### src/pms_map.svh
// Constants for the mode-dependent pin steering block: mode codes,
// configuration reset value, serial port opcodes and clock figures.
// Assumes inclusion by bare name from every file that needs them.
`ifndef PMS_MAP_SVH
`define PMS_MAP_SVH

// Two-bit operating mode codes
`define PMS_MODE_DMA      2'h0
`define PMS_MODE_EXT      2'h1

// Reset value of the whole configuration word: DMA mode, all routes off
`define PMS_CFG_RST       '0

// Serial port opcodes, sent after the start bit
`define PMS_OP_READ       2'h2
`define PMS_OP_WRITE      2'h1
`define PMS_OP_BITS       4'h2

// Serial port store: 256 words of 16 bits, 4k bits in all
`define PMS_EE_WORDS      256
`define PMS_EE_AW         8
`define PMS_EE_DW         16

// Oscillator figures in kHz; nominal bus oscillator and highest tolerated
`define PMS_OSC_NOM_KHZ   14318
`define PMS_OSC_MAX_KHZ   24000

`endif

### src/pms_pkg.sv
// Types for the mode-dependent pin steering block.
// Assumes pms_map.svh supplies the numeric constants.
package pms_pkg;

    // Routing of one on-board interrupt request onto an ISA line
    typedef struct packed {
        logic       en;
        logic [2:0] line;
    } pms_irq_route_t;

    // One programmable chip select: mask bits are don't-care address bits
    typedef struct packed {
        logic        en;
        logic        qual_cmd;
        logic [15:0] base;
        logic [15:0] mask;
    } pms_cs_cfg_t;

    // Configuration word as held in the non-volatile store
    typedef struct packed {
        logic [1:0]           mode;
        pms_irq_route_t [1:0] irq;
        logic                 dma_en;
        logic                 dma_chan;
        pms_cs_cfg_t [2:0]    cs;
    } pms_cfg_t;

    // One ISA I/O cycle as seen by the chip select decoders
    typedef struct packed {
        logic [15:0] addr;
        logic        rd;
        logic        wr;
        logic        aen;
    } pms_isa_cyc_t;

    // Serial port sequencer states
    typedef enum logic [2:0] {
        PMS_SP_IDLE,
        PMS_SP_OP,
        PMS_SP_ADDR,
        PMS_SP_READ,
        PMS_SP_WDATA,
        PMS_SP_DONE
    } pms_sp_state_t;

endpackage

### src/pnp_mode_pin_steering.sv
// Mode-dependent pin steering for a single logical device ISA front end.
// Assumes all pins are synchronous to core_clk and the configuration word
// arrives from the non-volatile store with a one-cycle load strobe.
//
// What this block does
// - Two-bit mode: 00 is DMA mode, 01 extended interrupt mode; pins follow it.
// - Mode comes from configuration stored in non-volatile memory, never a pin.
// - Shared input is on-board DMA request, or ISA address bit 15.
// - Shared low output is DMA acknowledge, or the third chip select.
// - Two shared outputs are ISA DMA requests, or interrupt outputs 6 and 7.
// - Two shared low inputs are ISA DMA acknowledges, or address bits 12, 13.
// - Shared input is second board interrupt, or ISA address bit 14.
// - Each board interrupt routes onto any of six base ISA interrupt lines.
// - Two always-present low chip selects assert on their programmed address.
// - Serial read data leaves on the dedicated data output.
// - State machines run from the bus oscillator, up to 24 MHz.
// - Bus reset returns all logic but the store array to its reset state.
// - Names marked active low are asserted when low, on both sides.
// - Address enable qualifies I/O decoding against DMA cycles.
// - Each chip select decodes on address alone or address plus command.
// - In DMA mode the board DMA request goes to either ISA channel.
`timescale 1ns/10ps
`default_nettype none
`include "pms_map.svh"

module pnp_mode_pin_steering #(
    parameter int EE_WORDS = `PMS_EE_WORDS,
    parameter int EE_AW    = `PMS_EE_AW,
    parameter int EE_DW    = `PMS_EE_DW
)
(
    // Clock and reset from the bus
    input  wire logic                  core_clk,
    input  wire logic                  nrst,
    // Configuration from the non-volatile store
    input  wire pms_pkg::pms_cfg_t     nv_cfg,
    input  wire logic                  nv_cfg_load,
    // ISA I/O cycle
    input  wire logic [11:0]           isa_addr,
    input  wire logic                  io_rd_n,
    input  wire logic                  io_wr_n,
    input  wire logic                  addr_en,
    // Shared inputs
    input  wire logic                  board_dma_req_in,
    input  wire logic [1:0]            board_irq_in,
    input  wire logic [1:0]            host_dma_ack_n,
    // Steered outputs
    output logic [5:0]                 irq_steer_out,
    output logic [1:0]                 host_dma_req,
    output logic                       board_dma_ack_n,
    output logic [1:0]                 prog_chip_sel_n,
    // Serial store port
    input  wire logic                  ee_cs,
    input  wire logic                  ee_sk,
    input  wire logic                  ee_di,
    output logic                       ee_do
);

    // True when route r drives ISA line n
    function automatic logic route_hit(input pms_pkg::pms_irq_route_t r,
                                       input logic req, input logic [2:0] n);
        route_hit = req && r.en && (r.line == n);
    endfunction

    // Configuration register; reset state is DMA mode with everything off
    pms_pkg::pms_cfg_t cfg_q;
    always_ff @(posedge core_clk or negedge nrst)
    begin
        if (!nrst)
            cfg_q <= `PMS_CFG_RST;
        else if (nv_cfg_load)
            cfg_q <= nv_cfg;
    end

    // Reserved codes keep DMA roles, so only 01 switches the pins
    wire ext_mode = (cfg_q.mode == `PMS_MODE_EXT);

    // Shared pins become upper address bits only in extended mode
    wire [3:0] addr_hi = ext_mode ? {board_dma_req_in, board_irq_in[1],
                                     host_dma_ack_n} : 4'h0;
    wire       irq1_in = ext_mode ? 1'b0 : board_irq_in[1];
    wire pms_pkg::pms_isa_cyc_t cyc = '{addr: {addr_hi, isa_addr},
                                        rd:   !io_rd_n,
                                        wr:   !io_wr_n,
                                        aen:  addr_en};

    // Chip select decoders; the third drives a pin only in extended mode
    wire [2:0] cs_hit;
    genvar gi;
    generate
        for (gi = 0; gi < 3; gi++)
        begin : g_cs
            pms_cs_decode u_dec
            (
                .cfg (cfg_q.cs[gi]),
                .cyc (cyc),
                .hit (cs_hit[gi])
            );
        end
    endgenerate

    // Interrupt crossbar over eight ISA lines; lines 6 and 7 need extended mode
    wire [7:0] irq_vec;
    generate
        for (gi = 0; gi < 8; gi++)
        begin : g_irq
            assign irq_vec[gi] = ((gi < 6) || ext_mode) &&
                (route_hit(cfg_q.irq[0], board_irq_in[0], 3'(gi)) ||
                 route_hit(cfg_q.irq[1], irq1_in, 3'(gi)));
        end
    endgenerate

    // DMA steering: one board request onto the chosen ISA channel
    wire       dma_req  = cfg_q.dma_en && board_dma_req_in;
    wire [1:0] drq_dma  = dma_req ? (cfg_q.dma_chan ? 2'h2 : 2'h1) : 2'h0;
    wire       dack_hit = cfg_q.dma_en && !host_dma_ack_n[cfg_q.dma_chan];

    // Next pin values
    wire [1:0] drq_d  = ext_mode ? irq_vec[7:6] : drq_dma;
    wire       dack_d = ext_mode ? !cs_hit[2] : !dack_hit;

    // Output registers; all pins idle inactive under reset
    always_ff @(posedge core_clk or negedge nrst)
    begin
        if (!nrst)
        begin
            irq_steer_out   <= 6'h00;
            host_dma_req    <= 2'h0;
            board_dma_ack_n <= 1'h1;
            prog_chip_sel_n <= 2'h3;
        end
        else
        begin
            irq_steer_out   <= irq_vec[5:0];
            host_dma_req    <= drq_d;
            board_dma_ack_n <= dack_d;
            prog_chip_sel_n <= ~cs_hit[1:0];
        end
    end

    // Serial port: inputs are synchronous, so a plain edge detect suffices
    logic                  sk_q;
    pms_pkg::pms_sp_state_t sp_q;
    logic [1:0]            op_q;
    logic [EE_AW-1:0]      adr_q;
    logic [EE_DW-1:0]      sh_q;
    logic [3:0]            cnt_q;
    logic [EE_DW-1:0]      mem [0:EE_WORDS-1];

    wire sk_rise  = ee_sk && !sk_q;
    wire cnt_last = (cnt_q == 4'(EE_DW - 1));
    wire adr_last = (cnt_q == 4'(EE_AW - 1));
    wire op_last  = (cnt_q == `PMS_OP_BITS - 4'h1);
    wire [EE_AW-1:0] adr_nx = {adr_q[EE_AW-2:0], ee_di};
    wire [EE_DW-1:0] wd_nx  = {sh_q[EE_DW-2:0], ee_di};
    // Select must still stand at the 16th rise, so a cut frame writes nothing
    wire wr_fire  = ee_cs && (sp_q == pms_pkg::PMS_SP_WDATA) && sk_rise && cnt_last;

    // Sequencer: start bit, opcode, address, then data in or out.
    // Dropping the select aborts at once, so an unused port tied low idles.
    always_ff @(posedge core_clk or negedge nrst)
    begin
        if (!nrst)
        begin
            sk_q  <= 1'h0;
            sp_q  <= pms_pkg::PMS_SP_IDLE;
            op_q  <= 2'h0;
            adr_q <= '0;
            sh_q  <= '0;
            cnt_q <= 4'h0;
            ee_do <= 1'h0;
        end
        else
        begin
            sk_q <= ee_sk;
            if (!ee_cs)
            begin
                sp_q  <= pms_pkg::PMS_SP_IDLE;
                cnt_q <= 4'h0;
                ee_do <= 1'h0;
            end
            else if (sk_rise)
            begin
                cnt_q <= cnt_q + 4'h1;
                case (sp_q)
                    pms_pkg::PMS_SP_IDLE:
                    begin
                        cnt_q <= 4'h0;
                        if (ee_di)
                            sp_q <= pms_pkg::PMS_SP_OP;
                    end
                    pms_pkg::PMS_SP_OP:
                    begin
                        op_q <= {op_q[0], ee_di};
                        if (op_last)
                        begin
                            sp_q  <= pms_pkg::PMS_SP_ADDR;
                            cnt_q <= 4'h0;
                        end
                    end
                    pms_pkg::PMS_SP_ADDR:
                    begin
                        adr_q <= adr_nx;
                        if (adr_last)
                        begin
                            cnt_q <= 4'h0;
                            sh_q  <= mem[adr_nx];
                            if (op_q == `PMS_OP_READ)
                                sp_q <= pms_pkg::PMS_SP_READ;
                            else if (op_q == `PMS_OP_WRITE)
                                sp_q <= pms_pkg::PMS_SP_WDATA;
                            else
                                sp_q <= pms_pkg::PMS_SP_DONE;
                        end
                    end
                    pms_pkg::PMS_SP_READ:
                    begin
                        ee_do <= sh_q[EE_DW-1];
                        sh_q  <= {sh_q[EE_DW-2:0], 1'b0};
                        if (cnt_last)
                            sp_q <= pms_pkg::PMS_SP_DONE;
                    end
                    pms_pkg::PMS_SP_WDATA:
                    begin
                        sh_q <= wd_nx;
                        if (cnt_last)
                            sp_q <= pms_pkg::PMS_SP_DONE;
                    end
                    pms_pkg::PMS_SP_DONE:
                        cnt_q <= 4'h0;
                    default:
                        sp_q <= pms_pkg::PMS_SP_IDLE;
                endcase
            end
        end
    end

    // Store array carries no reset; contents are non-volatile by intent
    always_ff @(posedge core_clk)
    begin
        if (wr_fire)
            mem[adr_q] <= wd_nx;
    end
endmodule

`default_nettype wire

### src/pms_cs_decode.sv
// One programmable chip select decoder, purely combinational.
// Assumes the caller registers the hit before it reaches a pin.
`timescale 1ns/10ps
`default_nettype none

module pms_cs_decode
(
    // Configuration of this select
    input  wire pms_pkg::pms_cs_cfg_t  cfg,
    // Current bus cycle
    input  wire pms_pkg::pms_isa_cyc_t cyc,
    // Decode result, active high
    output logic                       hit
);

    // Address compare with masked bits ignored
    wire addr_ok = ((cyc.addr ^ cfg.base) & ~cfg.mask) == 16'h0000;
    // Optional command qualification; either strobe counts
    wire cmd_ok  = !cfg.qual_cmd || cyc.rd || cyc.wr;

    // Address enable high marks a DMA cycle, so I/O decoding stays quiet
    assign hit = cfg.en && !cyc.aen && addr_ok && cmd_ok;

endmodule

`default_nettype wire

### config.mk
export PLATFORM = sky130hd
export DESIGN_NAME = pnp_mode_pin_steering
export DESIGN_NICKNAME = d
export VERILOG_FILES = /design/src/pms_pkg.sv /design/src/pnp_mode_pin_steering.sv /design/src/pms_cs_decode.sv
export VERILOG_INCLUDE_DIRS = /design/src
export SDC_FILE = /design/constraint.sdc
export NUM_CORES = 2
export LEC_CHECK = 0
export BUFFER_PORTS_ARGS = -buffer_cell sky130_fd_sc_hd__buf_2
export CORE_MARGIN = 2
export CORE_UTILIZATION = 25
export CTS_CLUSTER_DIAMETER = 150
export CTS_CLUSTER_SIZE = 40
export DETAILED_ROUTE_END_ITERATION = 6
export GPL_TIMING_DRIVEN = 1
export SYNTH_ARGS = -nofsm -noshare
export SYNTH_HDL_FRONTEND = slang
export SYNTH_SLANG_ARGS = --single-unit
### constraint.sdc
create_clock -name core_clk -period 9.5 [get_ports core_clk]
set_clock_uncertainty 0.1 [all_clocks]
set_input_delay 0.95 -clock core_clk [delete_from_list [all_inputs] [get_ports core_clk]]
set_output_delay 0.95 -clock core_clk [all_outputs]
set_load 0.03 [all_outputs]
# Word level (Yosys, flattened, before mapping)
# Memories as Yosys holds them, arrays and structs flattened.
# Index checks and enable logic that the tools add are counted.
# Widths: inputs -> output; s select.
[op_classes] addsub=1 multipliers=0 n_div=0 magnitude_cmp=1 n_eq_ne=33 n_shift=0 muxes=29 bitwise=10 n_reduce_logical=73
[ops] operator="$and 16x16->16" n=3
[ops] operator="$logic_not 16->1" n=3
[ops] operator="$not 16->16" n=3
[ops] operator="$pmux 16 s3" n=1
[ops] operator="$xor 16x16->16" n=3
[ops] operator="$logic_and 1x1->1" n=35
[ops] operator="$eq 3x3->1 const B" n=10
[ops] operator="$mux 3" n=7
[ops] operator="$mux 4" n=5
[ops] operator="$eq 3x2->1 const B" n=6
[ops] operator="$mux 16" n=1
[ops] operator="$pmux 3 s5" n=1
[ops] operator="$logic_or 1x1->1" n=14
[ops] operator="$pmux 4 s3" n=1
[ops] operator="$logic_not 1->1" n=10
[ops] operator="$mux 1" n=10
[ops] operator="$eq 3x1->1 const B" n=3
[ops] operator="$logic_not 3->1" n=3
[ops] operator="$ne 3x3->1 const B" n=3
[ops] operator="$mux 2" n=3
[ops] operator="$reduce_and 3->1" n=2
[ops] operator="$reduce_and 6->1" n=1
[ops] operator="$add 4x1->4 const B" n=1
[ops] operator="$eq 2x1->1 const B" n=2
[ops] operator="13 further kinds" n=16
[word_totals] reg_bits=160 latchBits=0 mem_bits_rw=4096 mem_bits_ro=0 input_bits=140 out_inout_bits=12 elab_cells=178 n_memories=1
[memory_table] name="mem" words=256 word_bits=16 read_ports=1 rd_ports_with_merged_regs=0 wr=1 line="pnp_mode_pin_steering.sv:148" rtl="logic [EE_DW-1:0] mem [0:EE_WORDS-1];"

# Longest topological paths before layout
[logic_depth] word_depth=9 mapped_depth=13

# Modules after synthesis
# A second synthesis with hierarchy kept.
[unflattened] cells_unflattened=7416 hier_area_um2=164600.4
[by_module_without_submodules] mod="pnp_mode_pin_steering" n_inst=1 cells_each=7317 area_per_inst_um2=163898.4 seq_area_each_um2=127005.6
[by_module_without_submodules] mod="pms_cs_decode" n_inst=3 cells_each=33 area_per_inst_um2=234.0 seq_area_each_um2=0.0

# Least setup slack after synthesis
# OpenSTA, ideal clock, no wires.
[synth_path] path_type="reg2reg" from="register sh_q[6]" to="register sh_q[7]" setup_time_ns=0.090 arrival_ns=4.121 required_time_ns=9.310 slack_ns=5.189 stages_incl_launch_ff=5 cell_sequence="dfrtp_1 and3_1 a21oi_1 o41a_1 a31oi_1"
[synth_via] elab_chain_cells=1
[synth_rtl] element="start, declared" line="pnp_mode_pin_steering.sv:146" rtl="logic [EE_DW-1:0] sh_q;"
[synth_rtl] element="start signal, assigned" line="pnp_mode_pin_steering.sv:207" rtl="sh_q <= mem[adr_nx];"
[synth_rtl] element="start signal, assigned" line="pnp_mode_pin_steering.sv:219" rtl="sh_q <= {sh_q[EE_DW-2:0], 1'b0};"
[synth_rtl] element="start signal, assigned" line="pnp_mode_pin_steering.sv:225" rtl="sh_q <= wd_nx;"
[synth_rtl] element="$pmux 16 s3" line="pnp_mode_pin_steering.sv:185" rtl="case (sp_q)"
# No other way between the ends.
# A chain may end at the register's enable or synchronous reset.

# Worst setup path in the final report
[layout_path] from="register adr_q[1]" to="register sh_q[15]"
[layout_via] elab_chain_cells=3
[layout_rtl] element="start, declared" line="pnp_mode_pin_steering.sv:145" rtl="logic [EE_AW-1:0] adr_q;"
[layout_rtl] element="start signal, assigned" line="pnp_mode_pin_steering.sv:203" rtl="adr_q <= adr_nx;"
[layout_rtl] element="$mem_v2 256x16"
[layout_rtl] element="$mux 16" line="pnp_mode_pin_steering.sv:204" rtl="if (adr_last)"
[layout_rtl] element="$pmux 16 s3" line="pnp_mode_pin_steering.sv:185"
# No other way between the ends. The select of a mux whose other input is x is not followed.

==> run metrics <==
Initial Util 25.1%; Num CTS Buffers between 100 and 150; Synth Flop Type edfxtp_1; fmax 0.187 GHz; Final min period around 5.3 ns; clk sink count about 4300; Die Area 0.669 sq mm; Routed Antenna Nets 0; failing checks capacitance limit, slew limit; DRT Wirelength 461000 microns; Post-CTS Setup Inserts 0; post-cts sizing count 0; 1st-iter DRT viols around 12000; post-synthesis net count a little over 8000; Slew HR -6.21%; largest net degree at the start of global routing 199; Hold Path Class input port to register; Layout Area Growth over Synthesis 9.55%; endpoints failing setup 0; Final HPWL DP about 280000 microns; detailed-route DRC error count 0; vias in the first global route ~79000; Fin Setup TNS 0 ns; CP Capture Type register; Fin. Hold Viols 0; worst skew pair latency ~1.1 ns; Clock Tree Buf Depth 4; Netlist cell types 81; status complete, but fails checks; sequential share of the synthesized area 76.7%; TritonCTS clock tree built; Max rail drop VDD 0.190 mV; clock root cell clkbuf_16; maxcap violations 1; PD cells 165 mW/mm^2; GP Congestion 0.869; number of synthesized flops with an enable pin a little over 4000; fraction of layout cells with a size suffix above 1 between 20% and 30%; Worst EP required roughly 10 ns; hold_buf cts 2; RSZ-0062 raised after global routing no; core area roughly 0.66 sq mm; period utilization 56.3%; Max FO, Critical Path 91; grt total ovfl 0; final net count 8233; Die Ht 818 microns; Final Max Tran Viols 2; Post-Synthesis Cell Area 0.166 sq mm; first-pass GRT wire length 641000 microns; first drt pass iteration count 6; Tot GR Track Use 13.2%; crit path launch type register; P_leak roughly 0.058 uW; Die W 818 microns; Via Count 82016; syn_area_per_cell approximately 21 sq um; register bit count reported by yosys 4256; Tot Pwr 30000 uW; synth warn 0; initial antenna violation count 25; Clk pin slew, worst setup/hold paths 0.15 ns; vias per cell 4.86; Mapped Cells 7919; Routed WL per cell between 20 and 30 microns; WP data arrival 6.04 ns; # rows ~300; IO Port Bufs approximately 150; Slew @ Worst Pin 1.58 ns; Crit Path Class register to register; ys async rst share 3.76%; Max H-tree Level 3; io pins 152
-- metrics by stage --
stage | utilization (%) | cells | area [sq um] | hold WS (ns) | worst slack, ns
after floorplan | - | 7919 | 166000 | 0.316 | 5.19
after global placement | 27.0 | 16665 | 178000 | 0.389 | 3.84
after detailed placement | 27.0 | 16665 | 178000 | 0.396 | 3.91
after CTS | 27.5 | 16867 | 181000 | 0.0284 | 4.23
after global routing | 27.5 | 16868 | 181000 | 0.0720 | 4.00
final | 27.5 | 16876 | 181000 | 0.118 | 4.15
-- state kept, by name, summed over array words and instances (netlist names) --
register and flops:
adr_q 8, board_dma_ack_n 1, cfg_q 114, cnt_q 4
ee_do 1, host_dma_req 2, irq_steer_out 6, mem 4096
op_q 2, prog_chip_sel_n 2, sh_q 16, sk_q 1
sp_q 3
-- critical path: stages (launching register included) --
cell,delay (ns)
dfrtp_4,0.87
buf_4,0.74
buf_12,0.48
mux4_2,0.42
mux2i_1,0.21
o22ai_1,0.14
nor3_1,0.66
nor3_1,0.34
a211oi_1,0.77
nor4b_1,0.16
-- area by class of cell --
class | count | area (sq um)
inverters | 15 | 72.6
repair buffers | 508 | 3740
flip-flops and latches | 4256 | 127000
clock buffers | 191 | 3360
fillers | 64895 | 478000
multi-input cells | 3188 | 36100
clock inverters | 9 | 170
well taps | 8700 | 10900
diodes | 9 | 22.5
-- cells in the mapped netlist, types with 34 or more instances --
library cell | count | area [sq um]
buf_1 | 42 | 158
a22oi_1 | 149 | 1120
clkbuf_1 | 182 | 683
buf_2 | 94 | 470
nor2_1 | 341 | 1280
o22ai_1 | 129 | 807
nand3_1 | 137 | 686
xnor2_1 | 36 | 315
o21ai_0 | 81 | 405
a211oi_1 | 38 | 285
mux4_2 | 859 | 19300
dfrtp_1 | 157 | 3930
nand4_1 | 42 | 263
edfxtp_1 | 4096 | 123000
buf_6 | 69 | 777
nor3_1 | 53 | 265
nor2b_1 | 34 | 213
mux2_2 | 165 | 1860
buf_4 | 52 | 390
a21oi_1 | 107 | 536
nand2_1 | 196 | 736
mux2i_1 | 518 | 5180
-- logic make-up (layout without fill, tap and decap cells) --
group | Yosys count | count (layout) | synth area share [%]
AND/OR/NAND/NOR | 880 | 880 | 2.40
flip-flops | 4256 | 4256 | 76.7
XOR/XNOR | 48 | 48 | 0.254
AO/OA/AOI/OAI | 716 | 716 | 2.98
other | 0 | 9 | 0
adder cells (fa/ha/maj) | 2 | 2 | 0.0151
multiplexers | 1542 | 1542 | 15.9
buffers and inverters | 475 | 723 | 1.74
-- cells in the final DEF, fill, tap and decap left out, types with 37 or more instances in the layout --
cell	netlist	final
o22ai_1	129	129
mux2_2	165	165
dfrtp_1	157	136
nor3_1	53	48
buf_4	52	334
clkbuf_16	0	124
a211oi_1	38	37
clkbuf_1	182	66
a21oi_1	107	107
mux4_2	859	859
mux2i_1	518	518
nand3_1	137	137
o21ai_0	81	81
nor2_2	0	89
edfxtp_1	4096	4096
nor2_1	341	251
buf_2	94	148
nand4_1	42	42
a22oi_1	149	149
nand2_1	196	178
-- path summary, 6_finish.rpt --
check	depth (start not counted)	endpoint	startpoint	slack (ns)
worst min register to register	1	cfg_q[100]$_DFFE_PN0P_	cfg_q[100]$_DFFE_PN0P_	0.42
min in group asynchronous	2	cfg_q[111]$_DFFE_PN0P_	nrst	0.50
worst max-delay path	9	sh_q[15]$_DFFE_PN0P_	adr_q[1]$_DFFE_PN0P_	4.15
worst max register to register	9	sh_q[15]$_DFFE_PN0P_	adr_q[1]$_DFFE_PN0P_	4.15
worst min-delay path	2	cfg_q[78]$_DFFE_PN0P_	nv_cfg[78]	0.12
max in group asynchronous	3	adr_q[0]$_DFFE_PN0P_	nrst	7.44
-- power by group --
group          internal, uW  leakage [uW]  switching (uW)
clock network          2520       0.00169            5400
logic                   462        0.0144             815
registers             20600        0.0415             123
total                 23600        0.0576            6340
-- routing by layer --
layer  track usage (%)  wire length [microns]
met5                 0                     27
met4              4.45                  17200
met3              2.45                  44200
met2              20.5                 210000
met1              18.6                 189000
Power figures use the tool's default switching activity.
